<file path="src/rtl/fuse_prog_pkg.sv">
`default_nettype none
package fuse_prog_pkg;
	// Clock rate and period
	localparam int CLK_MHZ = 40;
	localparam int CLK_PERIOD_NS = 25;
	// Programming pulse, nominal width; the guaranteed width is 98 us
	localparam int PULSE_US = 100;
	localparam int PULSE_CYC = PULSE_US * CLK_MHZ;
	// Least wait after the supply settles before logic levels are used
	localparam int SETTLE_US = 1;
	localparam int SETTLE_CYC = SETTLE_US * CLK_MHZ;
	// Highest duty cycle, percent; least off time derived, rounded up
	localparam int DUTY_MAX_PCT = 35;
	localparam int OFF_CYC = (PULSE_CYC * (100 - DUTY_MAX_PCT)
		+ DUTY_MAX_PCT - 1) / DUTY_MAX_PCT;
	// Array geometry
	localparam int N_INPUTS = 12;
	localparam int N_OUTPUTS = 6;
	localparam int N_TERMS = 50;
	localparam int TERM_W = 6;
	localparam int INPUT_W = 4;
	localparam int OUTSEL_W = 3;
	localparam logic [INPUT_W-1:0] ENABLE_INPUT = 4'hb;
	localparam logic [TERM_W-1:0] LAST_TERM = 6'h31;
	// Polarity terms: output k uses term POL_TERM_BASE + (5 - k)
	localparam logic [TERM_W-1:0] POL_TERM_BASE = 6'h32;
	localparam logic [OUTSEL_W-1:0] TOP_OUTPUT = 3'h5;
	localparam int CNT_W = 16;
	typedef logic [CNT_W-1:0] cnt_t;
	typedef enum logic [1:0] {
		CMD_AND = 2'h0,
		CMD_OR = 2'h1,
		CMD_POL = 2'h2
	} cmd_kind_t;
	typedef enum logic [1:0] {
		SUP_OFF = 2'h0,
		SUP_NORMAL = 2'h1,
		SUP_PROGRAM = 2'h2
	} supply_t;
	typedef enum logic [6:0] {
		ST_IDLE = 7'h01,
		ST_SETUP = 7'h02,
		ST_ARM = 7'h04,
		ST_PULSE = 7'h08,
		ST_RECOVER = 7'h10,
		ST_VERIFY = 7'h20,
		ST_COOL = 7'h40
	} state_t;
endpackage
`default_nettype wire

</file>
<file path="src/rtl/fuse_programmer.sv">
`timescale 1ns/1ps
`default_nettype none
module fuse_programmer #(
	parameter int OFF_CYC = fuse_prog_pkg::OFF_CYC
) (
	input wire logic clk_sys_in,
	input wire logic resetn_in,
	input wire logic cmd_valid_in,
	output logic cmd_ready_out,
	input wire logic [1:0] cmd_kind_in,
	input wire logic [5:0] cmd_term_in,
	input wire logic [3:0] cmd_input_in,
	input wire logic cmd_level_in,
	input wire logic [11:0] cmd_pattern_in,
	input wire logic [2:0] cmd_output_in,
	input wire logic pkg_enable_in,
	output logic done_out,
	output logic skipped_out,
	output logic refused_out,
	output logic [5:0] verify_data_out,
	output logic term_complete_out,
	output logic [1:0] supply_sel_out,
	output logic [11:0] in_elev_out,
	output logic [11:0] in_level_out,
	output logic [5:0] func_out,
	output logic [5:0] func_oe_out,
	input wire logic [5:0] func_in,
	output logic [5:0] or_link_select_level_out
);
	fuse_prog_pkg::state_t state, next_state;
	fuse_prog_pkg::cnt_t cnt, next_cnt;
	logic [1:0] kind;
	logic [5:0] term;
	logic [3:0] inp;
	logic lvl;
	logic [11:0] pattern;
	logic [2:0] outsel;
	logic [5:0] cur_term;
	logic term_valid;
	logic [11:0] open_hi, open_lo;
	logic pol_started;

	// Command decode and refusal
	wire is_and = cmd_kind_in == fuse_prog_pkg::CMD_AND;
	wire is_or = cmd_kind_in == fuse_prog_pkg::CMD_OR;
	wire is_pol = cmd_kind_in == fuse_prog_pkg::CMD_POL;
	wire idle = state == fuse_prog_pkg::ST_IDLE;
	wire [11:0] links_done = open_hi | open_lo;
	// With pkg_enable_in set, the enable input needs both links open in every term
	wire enable_ok = !pkg_enable_in ||
		(open_hi[fuse_prog_pkg::ENABLE_INPUT] &&
		open_lo[fuse_prog_pkg::ENABLE_INPUT]);
	wire term_complete = term_valid && (&links_done) && enable_ok;
	// A new address is refused while the open term lacks inputs
	wire lock_hit = is_and && term_valid && !term_complete &&
		cmd_term_in != cur_term;
	wire range_bad = (!is_pol && cmd_term_in > fuse_prog_pkg::LAST_TERM) ||
		(is_and && cmd_input_in > fuse_prog_pkg::ENABLE_INPUT) ||
		(!is_pol && cmd_output_in > fuse_prog_pkg::TOP_OUTPUT &&
		is_or) || (is_pol &&
		cmd_output_in > fuse_prog_pkg::TOP_OUTPUT) ||
		cmd_kind_in == 2'h3;
	// Once polarity work starts, array commands are out of order
	wire order_bad = pol_started && !is_pol;
	wire refuse = lock_hit || range_bad || order_bad;
	// OR work may come per term or after all terms alike
	wire accept = cmd_valid_in && idle && !refuse;
	assign cmd_ready_out = idle;
	assign term_complete_out = term_complete;

	// Latched command kind flags
	wire k_and = kind == fuse_prog_pkg::CMD_AND;
	wire k_or = kind == fuse_prog_pkg::CMD_OR;
	wire k_pol = kind == fuse_prog_pkg::CMD_POL;
	wire cnt_zero = cnt == '0;
	// False output means no pulse is needed; output is active high here
	wire or_skip = k_or && !func_in[outsel];
	wire [2:0] pol_off = fuse_prog_pkg::TOP_OUTPUT - outsel;
	wire [5:0] pol_term = fuse_prog_pkg::POL_TERM_BASE + {3'h0, pol_off};

	// Sequencer: each step times out on the shared down counter
	always_comb begin
		next_state = state;
		next_cnt = cnt_zero ? cnt : cnt - 1'b1;
		case (state)
			fuse_prog_pkg::ST_IDLE: begin
				if (accept) begin
					next_state = fuse_prog_pkg::ST_SETUP;
					next_cnt = fuse_prog_pkg::cnt_t'(fuse_prog_pkg::SETTLE_CYC - 1);
				end
			end
			fuse_prog_pkg::ST_SETUP: begin
				if (cnt_zero && or_skip) begin
					next_state = fuse_prog_pkg::ST_IDLE;
				end else if (cnt_zero) begin
					next_state = fuse_prog_pkg::ST_ARM;
					next_cnt = fuse_prog_pkg::cnt_t'(fuse_prog_pkg::SETTLE_CYC - 1);
				end
			end
			fuse_prog_pkg::ST_ARM: begin
				if (cnt_zero) begin
					next_state = fuse_prog_pkg::ST_PULSE;
					next_cnt = fuse_prog_pkg::cnt_t'(fuse_prog_pkg::PULSE_CYC - 1);
				end
			end
			fuse_prog_pkg::ST_PULSE: begin
				if (cnt_zero) begin
					next_state = fuse_prog_pkg::ST_RECOVER;
					next_cnt = fuse_prog_pkg::cnt_t'(fuse_prog_pkg::SETTLE_CYC - 1);
				end
			end
			fuse_prog_pkg::ST_RECOVER: begin
				if (cnt_zero) begin
					next_state = fuse_prog_pkg::ST_VERIFY;
					next_cnt = fuse_prog_pkg::cnt_t'(fuse_prog_pkg::SETTLE_CYC - 1);
				end
			end
			fuse_prog_pkg::ST_VERIFY: begin
				if (cnt_zero) begin
					next_state = fuse_prog_pkg::ST_COOL;
					next_cnt = fuse_prog_pkg::cnt_t'(OFF_CYC - 1);
				end
			end
			fuse_prog_pkg::ST_COOL: begin
				if (cnt_zero) begin
					next_state = fuse_prog_pkg::ST_IDLE;
				end
			end
			default: begin
				next_state = fuse_prog_pkg::ST_IDLE;
			end
		endcase
	end

	always_ff @(posedge clk_sys_in) begin
		if (!resetn_in) begin
			state <= fuse_prog_pkg::ST_IDLE;
			cnt <= '0;
		end else begin
			state <= next_state;
			cnt <= next_cnt;
		end
	end

	// Command latch
	always_ff @(posedge clk_sys_in) begin
		if (!resetn_in) begin
			kind <= 2'h0;
			term <= 6'h00;
			inp <= 4'h0;
			lvl <= 1'b0;
			pattern <= 12'h000;
			outsel <= 3'h0;
		end else if (accept) begin
			kind <= cmd_kind_in;
			term <= cmd_term_in;
			inp <= cmd_input_in;
			lvl <= cmd_level_in;
			pattern <= cmd_pattern_in;
			outsel <= cmd_output_in;
		end
	end

	// Link bookkeeping for the open term; readdressing a finished term
	// starts a fresh record so expanded inputs can be opened later
	wire pulse_end = state == fuse_prog_pkg::ST_PULSE && cnt_zero;
	always_ff @(posedge clk_sys_in) begin
		if (!resetn_in) begin
			cur_term <= 6'h3f; // Out of range, so term 0 opens a record
			term_valid <= 1'b0;
			open_hi <= 12'h000;
			open_lo <= 12'h000;
		end else if (accept && is_and && cmd_term_in != cur_term) begin
			cur_term <= cmd_term_in;
			term_valid <= 1'b1;
			open_hi <= 12'h000;
			open_lo <= 12'h000;
		end else if (pulse_end && k_and) begin
			// Keeping a level opens the opposite link
			open_lo[inp] <= open_lo[inp] | lvl;
			open_hi[inp] <= open_hi[inp] | !lvl;
		end
	end

	always_ff @(posedge clk_sys_in) begin
		if (!resetn_in) begin
			pol_started <= 1'b0;
		end else if (accept && is_pol) begin
			pol_started <= 1'b1;
		end
	end

	// Status strobes and the sampled function pins
	wire setup_end = state == fuse_prog_pkg::ST_SETUP && cnt_zero;
	wire verify_end = state == fuse_prog_pkg::ST_VERIFY && cnt_zero;
	wire cool_end = state == fuse_prog_pkg::ST_COOL && cnt_zero;
	always_ff @(posedge clk_sys_in) begin
		if (!resetn_in) begin
			done_out <= 1'b0;
			skipped_out <= 1'b0;
			refused_out <= 1'b0;
			verify_data_out <= 6'h00;
		end else begin
			done_out <= cool_end;
			skipped_out <= setup_end && or_skip;
			refused_out <= cmd_valid_in && idle && refuse;
			if (verify_end || (setup_end && or_skip)) begin
				verify_data_out <= func_in;
			end
		end
	end

	// Pin plan per step; elevation keeps outputs off while an AND or polarity link burns
	wire hv_win = state == fuse_prog_pkg::ST_SETUP ||
		state == fuse_prog_pkg::ST_ARM ||
		state == fuse_prog_pkg::ST_PULSE ||
		state == fuse_prog_pkg::ST_RECOVER;
	wire arm_win = state == fuse_prog_pkg::ST_ARM ||
		state == fuse_prog_pkg::ST_PULSE ||
		state == fuse_prog_pkg::ST_RECOVER;
	wire [11:0] next_elev, next_level;
	genvar gi;
	generate
		for (gi = 0; gi < fuse_prog_pkg::N_INPUTS; gi++) begin : g_in
			wire own = k_and && inp == 4'(gi);
			assign next_elev[gi] = hv_win && (k_pol || (k_and && !own));
			assign next_level[gi] = own ? lvl : pattern[gi];
		end
	endgenerate
	wire [5:0] or_onehot = 6'h01 << outsel;
	wire [5:0] next_or_sel = (k_or && arm_win) ? or_onehot : 6'h00;
	wire [5:0] next_func_oe = ((k_and || k_pol) && hv_win) ? 6'h3f :
		next_or_sel;
	// Address sits on the function pins, bit 5 most significant
	wire [5:0] next_func = k_and ? term : (k_pol ? pol_term : 6'h00);
	// Supply is off in idle and cool so each pulse starts from cold
	wire [1:0] next_supply =
		state == fuse_prog_pkg::ST_PULSE ? fuse_prog_pkg::SUP_PROGRAM :
		(idle || state == fuse_prog_pkg::ST_COOL) ? fuse_prog_pkg::SUP_OFF :
		fuse_prog_pkg::SUP_NORMAL;

	// Pins are registered, so they trail the sequencer by one edge
	always_ff @(posedge clk_sys_in) begin
		if (!resetn_in) begin
			supply_sel_out <= fuse_prog_pkg::SUP_OFF;
			in_elev_out <= 12'h000;
			in_level_out <= 12'h000;
			func_out <= 6'h00;
			func_oe_out <= 6'h00;
			or_link_select_level_out <= 6'h00;
		end else begin
			supply_sel_out <= next_supply;
			in_elev_out <= idle ? 12'h000 : next_elev;
			in_level_out <= idle ? 12'h000 : next_level;
			func_out <= next_func;
			func_oe_out <= next_func_oe;
			or_link_select_level_out <= next_or_sel;
		end
	end

	// Helper counters: length of a pulse and of the gap before it
	wire prog = supply_sel_out == fuse_prog_pkg::SUP_PROGRAM;
	fuse_prog_pkg::cnt_t prog_run, gap_run;
	always_ff @(posedge clk_sys_in) begin
		if (!resetn_in) begin
			prog_run <= '0;
			gap_run <= '1;
		end else begin
			prog_run <= prog ? prog_run + 1'b1 : '0;
			gap_run <= prog ? '0 : ((&gap_run) ? gap_run : gap_run + 1'b1);
		end
	end

	AST_PROG_IN_PULSE: assert property (@(posedge clk_sys_in)
		disable iff (!resetn_in)
		prog |-> $past(state) == fuse_prog_pkg::ST_PULSE)
		else $error("program supply outside pulse step");
	AST_PULSE_WIDTH: assert property (@(posedge clk_sys_in)
		disable iff (!resetn_in)
		$fell(prog) |-> prog_run == fuse_prog_pkg::PULSE_CYC)
		else $error("program pulse width wrong");
	AST_DUTY_GAP: assert property (@(posedge clk_sys_in)
		disable iff (!resetn_in)
		$rose(prog) |-> $past(gap_run) >= OFF_CYC)
		else $error("off time too short for duty cycle");
	AST_ELEVEN_HIGH: assert property (@(posedge clk_sys_in)
		disable iff (!resetn_in)
		(prog && k_and) |-> $countones(in_elev_out) == 11 &&
		!in_elev_out[inp])
		else $error("wrong inputs elevated during pulse");
	AST_ADDR_DRIVEN: assert property (@(posedge clk_sys_in)
		disable iff (!resetn_in)
		(prog && k_and) |-> func_oe_out == 6'h3f && func_out == term)
		else $error("term address not on function pins");
	AST_OR_ONE_LINK: assert property (@(posedge clk_sys_in)
		disable iff (!resetn_in)
		(prog && k_or) |-> or_link_select_level_out == or_onehot &&
		func_oe_out == or_onehot)
		else $error("OR pulse not on exactly the chosen output");
	AST_HOLD_AFTER: assert property (@(posedge clk_sys_in)
		disable iff (!resetn_in)
		($fell(prog) && k_and) |->
		(in_elev_out != 12'h000 && supply_sel_out ==
		fuse_prog_pkg::SUP_NORMAL) [*8])
		else $error("inputs left programming level too early");
	AST_SUPPLY_OFF: assert property (@(posedge clk_sys_in)
		disable iff (!resetn_in)
		$fell(prog) |-> ##[1:90] supply_sel_out == fuse_prog_pkg::SUP_OFF)
		else $error("supply not removed after pulse");
	AST_TERM_LOCK: assert property (@(posedge clk_sys_in)
		disable iff (!resetn_in)
		(cmd_valid_in && idle && lock_hit) |=> refused_out &&
		state == fuse_prog_pkg::ST_IDLE)
		else $error("term changed before all inputs done");
	AST_POL_LAST: assert property (@(posedge clk_sys_in)
		disable iff (!resetn_in)
		(cmd_valid_in && idle && pol_started && is_or) |=> refused_out)
		else $error("OR work accepted after polarity");
	AST_OR_SKIP: assert property (@(posedge clk_sys_in)
		disable iff (!resetn_in)
		(setup_end && or_skip) |=> skipped_out && !prog)
		else $error("OR link pulsed though output already false");
endmodule // fuse_programmer
`default_nettype wire

</file>
<file path="config.mk">
export PLATFORM = sky130hd
export DESIGN_NAME = fuse_programmer
export DESIGN_NICKNAME = d
export VERILOG_FILES = /design/src/rtl/fuse_prog_pkg.sv /design/src/rtl/fuse_programmer.sv
export SDC_FILE = /design/constraint.sdc
export NUM_CORES = 1
export LEC_CHECK = 0
export BUFFER_PORTS_ARGS = -buffer_cell sky130_fd_sc_hd__buf_2
export CAP_MARGIN = 10
export CORE_MARGIN = 8
export CORE_UTILIZATION = 55
export DETAILED_ROUTE_END_ITERATION = 12
export PLACE_DENSITY_LB_ADDON = 0.25
export RECOVER_POWER = 50
export REMOVE_ABC_BUFFERS = 1
export SETUP_SLACK_MARGIN = 0.05
export SLEW_MARGIN = 0
export SYNTH_ARGS = -nofsm -noshare
export SYNTH_HDL_FRONTEND = slang
export SYNTH_SLANG_ARGS = --single-unit
export TNS_END_PERCENT = 5
</file>
<file path="constraint.sdc">
create_clock -name clk_sys_in -period 4.95 [get_ports clk_sys_in]
set_input_delay 0.99 -clock clk_sys_in [delete_from_list [all_inputs] [get_ports clk_sys_in]]
set_output_delay 0.99 -clock clk_sys_in [all_outputs]
set_load 0.1 [all_outputs]
</file>
# [Word level (Yosys, flattened, before mapping)]
# Cells that the tools add are included.
[classes] order_cmp=6 n_addsub=3 n_bitwise=4 n_shift=1 n_reduce_logical=120 eq_ne=31 mux=44
[ops] op="16-bit two-way mux" n=6
[ops] op="16-bit one-hot mux with 5 select lines" n=1
[ops] op="1-bit logical AND" n=65
[ops] op="7-bit two-way mux" n=8
[ops] op="7-bit one-hot mux with 7 select lines" n=1
[ops] op="1-bit logical OR" n=27
[ops] op="12-bit bitwise mux" n=2
[ops] op="6-bit two-way mux" n=4
[ops] op="1-bit logical NOT" n=18
[ops] op="1-bit two-way mux" n=17
[ops] op="4-bit by 3-bit equality test with 1-bit output (second input constant)" n=4
[ops] op="4-bit equality test (second input constant)" n=4
[ops] op="16-bit logical NOT" n=1
[ops] op="16-bit by 1-bit subtractor with 16-bit output (second input constant)" n=1
[ops] op="12-bit bitwise OR" n=1
[ops] op="12-bit AND reduction" n=1
[ops] op="2-bit != test (second input constant)" n=5
[ops] op="1-bit binary-select mux with 4-bit select" n=2
[ops] op="4-bit by 2-bit equality test with 1-bit output (second input constant)" n=2
[ops] op="2-bit OR reduction" n=4
[ops] op="7-bit by 1-bit equality test with 1-bit output (second input constant)" n=1
[ops] op="7-bit by 2-bit equality test with 1-bit output (second input constant)" n=1
[ops] op="7-bit by 3-bit equality test with 1-bit output (second input constant)" n=1
[ops] op="7-bit by 4-bit equality test with 1-bit output (second input constant)" n=1
[ops] op="26 further kinds" n=31
[word_totals] ff_bits=136 input_bits=38 word_cells=233 output_inout_bits=55

# [Depth between registers and ports, before layout]
[depth] ltp_word=14 mapped_depth=13 mapped_depth_nobuf=12

# [Worst setup path after synthesis]
# OpenSTA, ideal clock, no wires.
[synth_path] path_kind="input port to output port" from="input port pkg_enable_in" to="output port term_complete_out" path_slack_ns=1.552 t_required_ns=3.960 path_buffers=1 stages=5 arrival_time_ns=2.408 cell_sequence="nor2b_1 > o221ai_1 > or4_1 > buf_2 > inv_1"
[synth_between] elab_chain_len=3
[synth_lines] item="start: declaration" line="fuse_programmer.sv:16" text="input wire logic pkg_enable_in,"
[synth_lines] item="1-bit logical NOT" line="fuse_programmer.sv:50" text="wire enable_ok = !pkg_enable_in ||"
[synth_lines] item="1-bit logical OR" line="fuse_programmer.sv:50"
[synth_lines] item="1-bit logical AND" line="fuse_programmer.sv:53" text="wire term_complete = term_valid && (&links_done) && enable_ok;"
[synth_lines] item="end: declaration" line="fuse_programmer.sv:21" text="output logic term_complete_out,"
# Every way passes these cells.

# [Final worst setup path]
[layout_path] from="register open_lo[3]" to="output port term_complete_out"
[layout_between] elab_chain_len=4
[layout_lines] item="start: declaration" line="fuse_programmer.sv:40" text="logic [11:0] open_hi, open_lo;"
[layout_lines] item="start signal: indexed assignment" line="fuse_programmer.sv:180" text="open_lo[inp] <= open_lo[inp] | lvl;"
[layout_lines] item="12-bit bitwise OR" line="fuse_programmer.sv:48" text="wire [11:0] links_done = open_hi | open_lo;"
[layout_lines] item="12-bit AND reduction" line="fuse_programmer.sv:53"
[layout_lines] item="1-bit logical AND (2 in series)" line="fuse_programmer.sv:53"
# Every way passes these cells.

==> results.py <==
metrics = {
    "synth": {
        "netlist_area_mm2": 0.00603,
        "synth_cell_types": 67,
        "synthMostInstantiatedCell": "dfxtp_1",
        "ys.flop_type": "dfxtp_1",
        "async_reset_ff_share_pct": 0,
        "yosys.area.top_type_share_pct": 45.1,
        "ys_seq_area_share_pct": 45.1,
        "synthCells": 669,
        "synth_seq_cells": 136,
        "yosys_warnings": 0,
        "yosys-top-cells-count": "136 x dfxtp_1, 88 x nor2_1, 59 x nand2_1, 56 x a21oi_1, 56 x mux2i_1",
        "synth_area_leaders": "dfxtp_1 45%, mux2i_1 9.3%, nor2_1 5.5%",
        "postSynthAreaPerCell_um2": 9.01,
        "synth_top_area_cell": "dfxtp_1",
        "synth_edf_count": 0,
    },
    "global_route": {
        "grt_pass1_vias": 5231,
        "track_usage_pct": 22.6,
        "grt_max_degree": 36,
        "antenna_found_initial": 0,
        "grt_overflow": 0,
        "grt_pass1_wl_um": 26300,
    },
    "timing": {
        "slew_headroom_pct": 11.5,
        "min_period_over_period_pct": 74.2,
        "worst_pin_slew_ns": 1.33,
        "finalSetupViolations": 0,
        "tns_ns": 0,
        "finalClockSkew_ns": 0.00402,
        "hold_viol": 0,
        "fmax_ghz": 0.272,
        "rsz0062_at_grt": "no",
        "slew_violations": 0,
        "fin_crit_ns": 3.67,
    },
    "floorplan": {
        "start_util_pct": 55.9,
        "die_area_mm2": 0.0146,
        "core_mm2": 0.0108,
        "ios": 93,
        "rows": 38,
        "die_h_um": 121,
        "fp.dieW_um": 121,
    },
    "clock_tree": {
        "cts_max_path_buffers": 2,
        "h-tree-depth": 4,
        "cts_tree": "built",
        "hold_buffers": 0,
        "post_cts_buffers": 0,
        "cts_sinks": 136,
        "cts_resized": 0,
        "clk_latency_ns": 0.53,
        "path_clk_slew_ns": 0.06,
        "numCtsBuffers": 17,
        "cts_root_buf": "clkbuf_8",
    },
    "critical_path": {
        "cpMostUsedCell": "or4_1",
        "crit_arrival_ns": 2.68,
        "path_depth": 5,
        "path_cells": "o22ai_1, or4_1, or4_1, inv_1, buf_2",
        "path_max_fanout": 6,
        "critical_path.top_delay_family": "simple AND/OR/NAND/NOR gates",
        "worstSetupStartpointType": "flip-flop",
        "r2r_slack_ns": 1.28,
        "reg2reg_from": "cnt[3]",
        "critPathBufInv": 2,
        "reg2reg_depth": 10,
        "path_class": "reg2out",
        "critPathMaxStageDelay_ns": 0.63,
        "cpMaxStageDelayCell": "or4_1",
        "crit_start": "open_lo[3]",
        "required_ns": 3.96,
        "end_kind": "output pin",
    },
    "power": {
        "pwr_density_cell_mw_per_mm2": 484,
        "vdd_drop_max_v": 0.000408,
        "power.total_mw": 3.38,
        "p_leak_nw": 2.53,
    },
    "routing": {
        "met3_length_um": 1260,
        "dr_total_vias": 5371,
        "via_per_inst": 6.01,
        "highest_layer": "met4",
        "finalWirelength_um": 16200,
        "first_pass_iters": 5,
        "ant_nets": 0,
        "wl_met1_um": 6670,
        "routed-wl-met2_um": 8070,
        "drc": 0,
        "post_drt_wl_per_cell_um": 18.1,
        "drtIter0Drc": 582,
    },
    "final_layout": {
        "utilization_pct": 64.8,
        "stdcell_count": 894,
        "drive_gt1_share_pct": 12.7,
        "layout.nets": 785,
        "area_growth_pct": 15.9,
        "antenna_cells": 0,
    },
    "flow_run": {
        "cap_violations": 0,
    },
    "placed_design": {
        "gp_congestion": 0.936,
        "hpwlAfterDp_um": 11200,
        "port_buffers": 92,
        "placedCellCount": 862,
    },
    "status": {
        "status": "finished, final reports clean",
    },
    "min_path": {
        "hold_depth": 2,
        "hp-start": "pattern[4]",
        "hp-class": "reg2reg",
    },
}
report_power, final:
group / total [mW] / internal (mW) / leakage [nW] / switching (mW)
registers: 1.27 / 1.18 / 1.10 / 0.0882
logic: 0.964 / 0.334 / 1.16 / 0.631
clock network: 1.15 / 0.702 / 0.265 / 0.449
total: 3.38 / 2.22 / 2.53 / 1.17
per-layer routing:
metal / GRT usage, % / vias to the layer above
li1: - / 2542
met1: 26.4 / 2597
met2: 38.9 / 212
met3: 6.25 / 20
met4: 8.20 / 0
met5: 0 / -
layout make-up:
| cell class | instances | area, um2 |
|---|---|---|
| fillers | 880 | 3800 |
| repair buffers | 97 | 434 |
| flip-flops and latches | 136 | 2720 |
| well taps | 140 | 175 |
| clock inverters | 7 | 70.1 |
| inverters | 13 | 48.8 |
| multi-input cells | 477 | 3070 |
| clock buffers | 24 | 470 |
worst paths after layout:
check / end
worst max-delay path: term_complete_out
worst min-delay path: in_level_out[4]
worst max register to register: cnt[0]
worst min register to register: in_level_out[4]
sequential cells by signal, indices dropped and copies added (netlist names), 2 cells and up:
register,flops
pattern,12
cur_term,6
or_link_select_level_out,6
kind,2
func_oe_out,6
open_hi,12
open_lo,12
in_level_out,12
in_elev_out,12
verify_data_out,6
state,7
term,6
func_out,6
cnt,16
outsel,3
inp,4
supply_sel_out,2
worst reg2reg max path, stage by stage, from the launching register on:
cell	delay (ns)
dfxtp_1	0.35
nor4_1	0.79
nand3_1	0.31
nor2_1	0.62
inv_2	0.32
ha_1	0.39
inv_1	0.06
a222oi_1	0.29
o21ai_0	0.13
a211oi_1	0.23
nor2_1	0.07
through the flow:
step / setup WS, ns / area, um2 / hold slack, ns
3_5_place_dp: 1.21 / 6510 / 0.451
3_3_place_gp: 1.33 / 6510 / 0.444
4_1_cts: 1.26 / 7050 / 0.458
2_1_floorplan: 1.11 / 5820 / 0.436
6_report: 1.28 / 6990 / 0.463
5_1_grt: 0.923 / 6990 / 0.475
layout by cell type, fill, tap and decap left out, types with 3 or more instances in the layout:
cell and instances:
nor4_1 7, a221oi_1 3, nor2_1 89, buf_2 38, clkbuf_16 16, clkbuf_1 58
dfxtp_1 136, o31a_1 4, clkbuf_8 4, o21ai_0 17, o22ai_1 5, a211oi_1 11
nand3_1 21, and4_1 4, nand4_1 3, and2_1 3, xnor2_1 7, mux4_2 7
clkinv_2 3, ha_1 5, o211ai_1 3, or2_2 4, nor2b_1 9, nand2b_1 4
o31ai_1 8, nand2_1 59, a211o_1 4, a21oi_1 56, and3_1 4, xor2_1 7
o221a_2 3, or4_1 3, inv_1 11, buf_4 4, nor3_1 34, mux2i_1 56
kinds of logic after synthesis:
kind of cell	share of synthesized area (%)
adders and majority gates	1.04
and+or+nand+nor	21.2
buffers and inverters	4.23
DFF	45.1
AOI/OAI and AO/OA	14.5
muxes	11.9
xor gates and xnor gates	2.03
(Power assumes the default switching activity.)
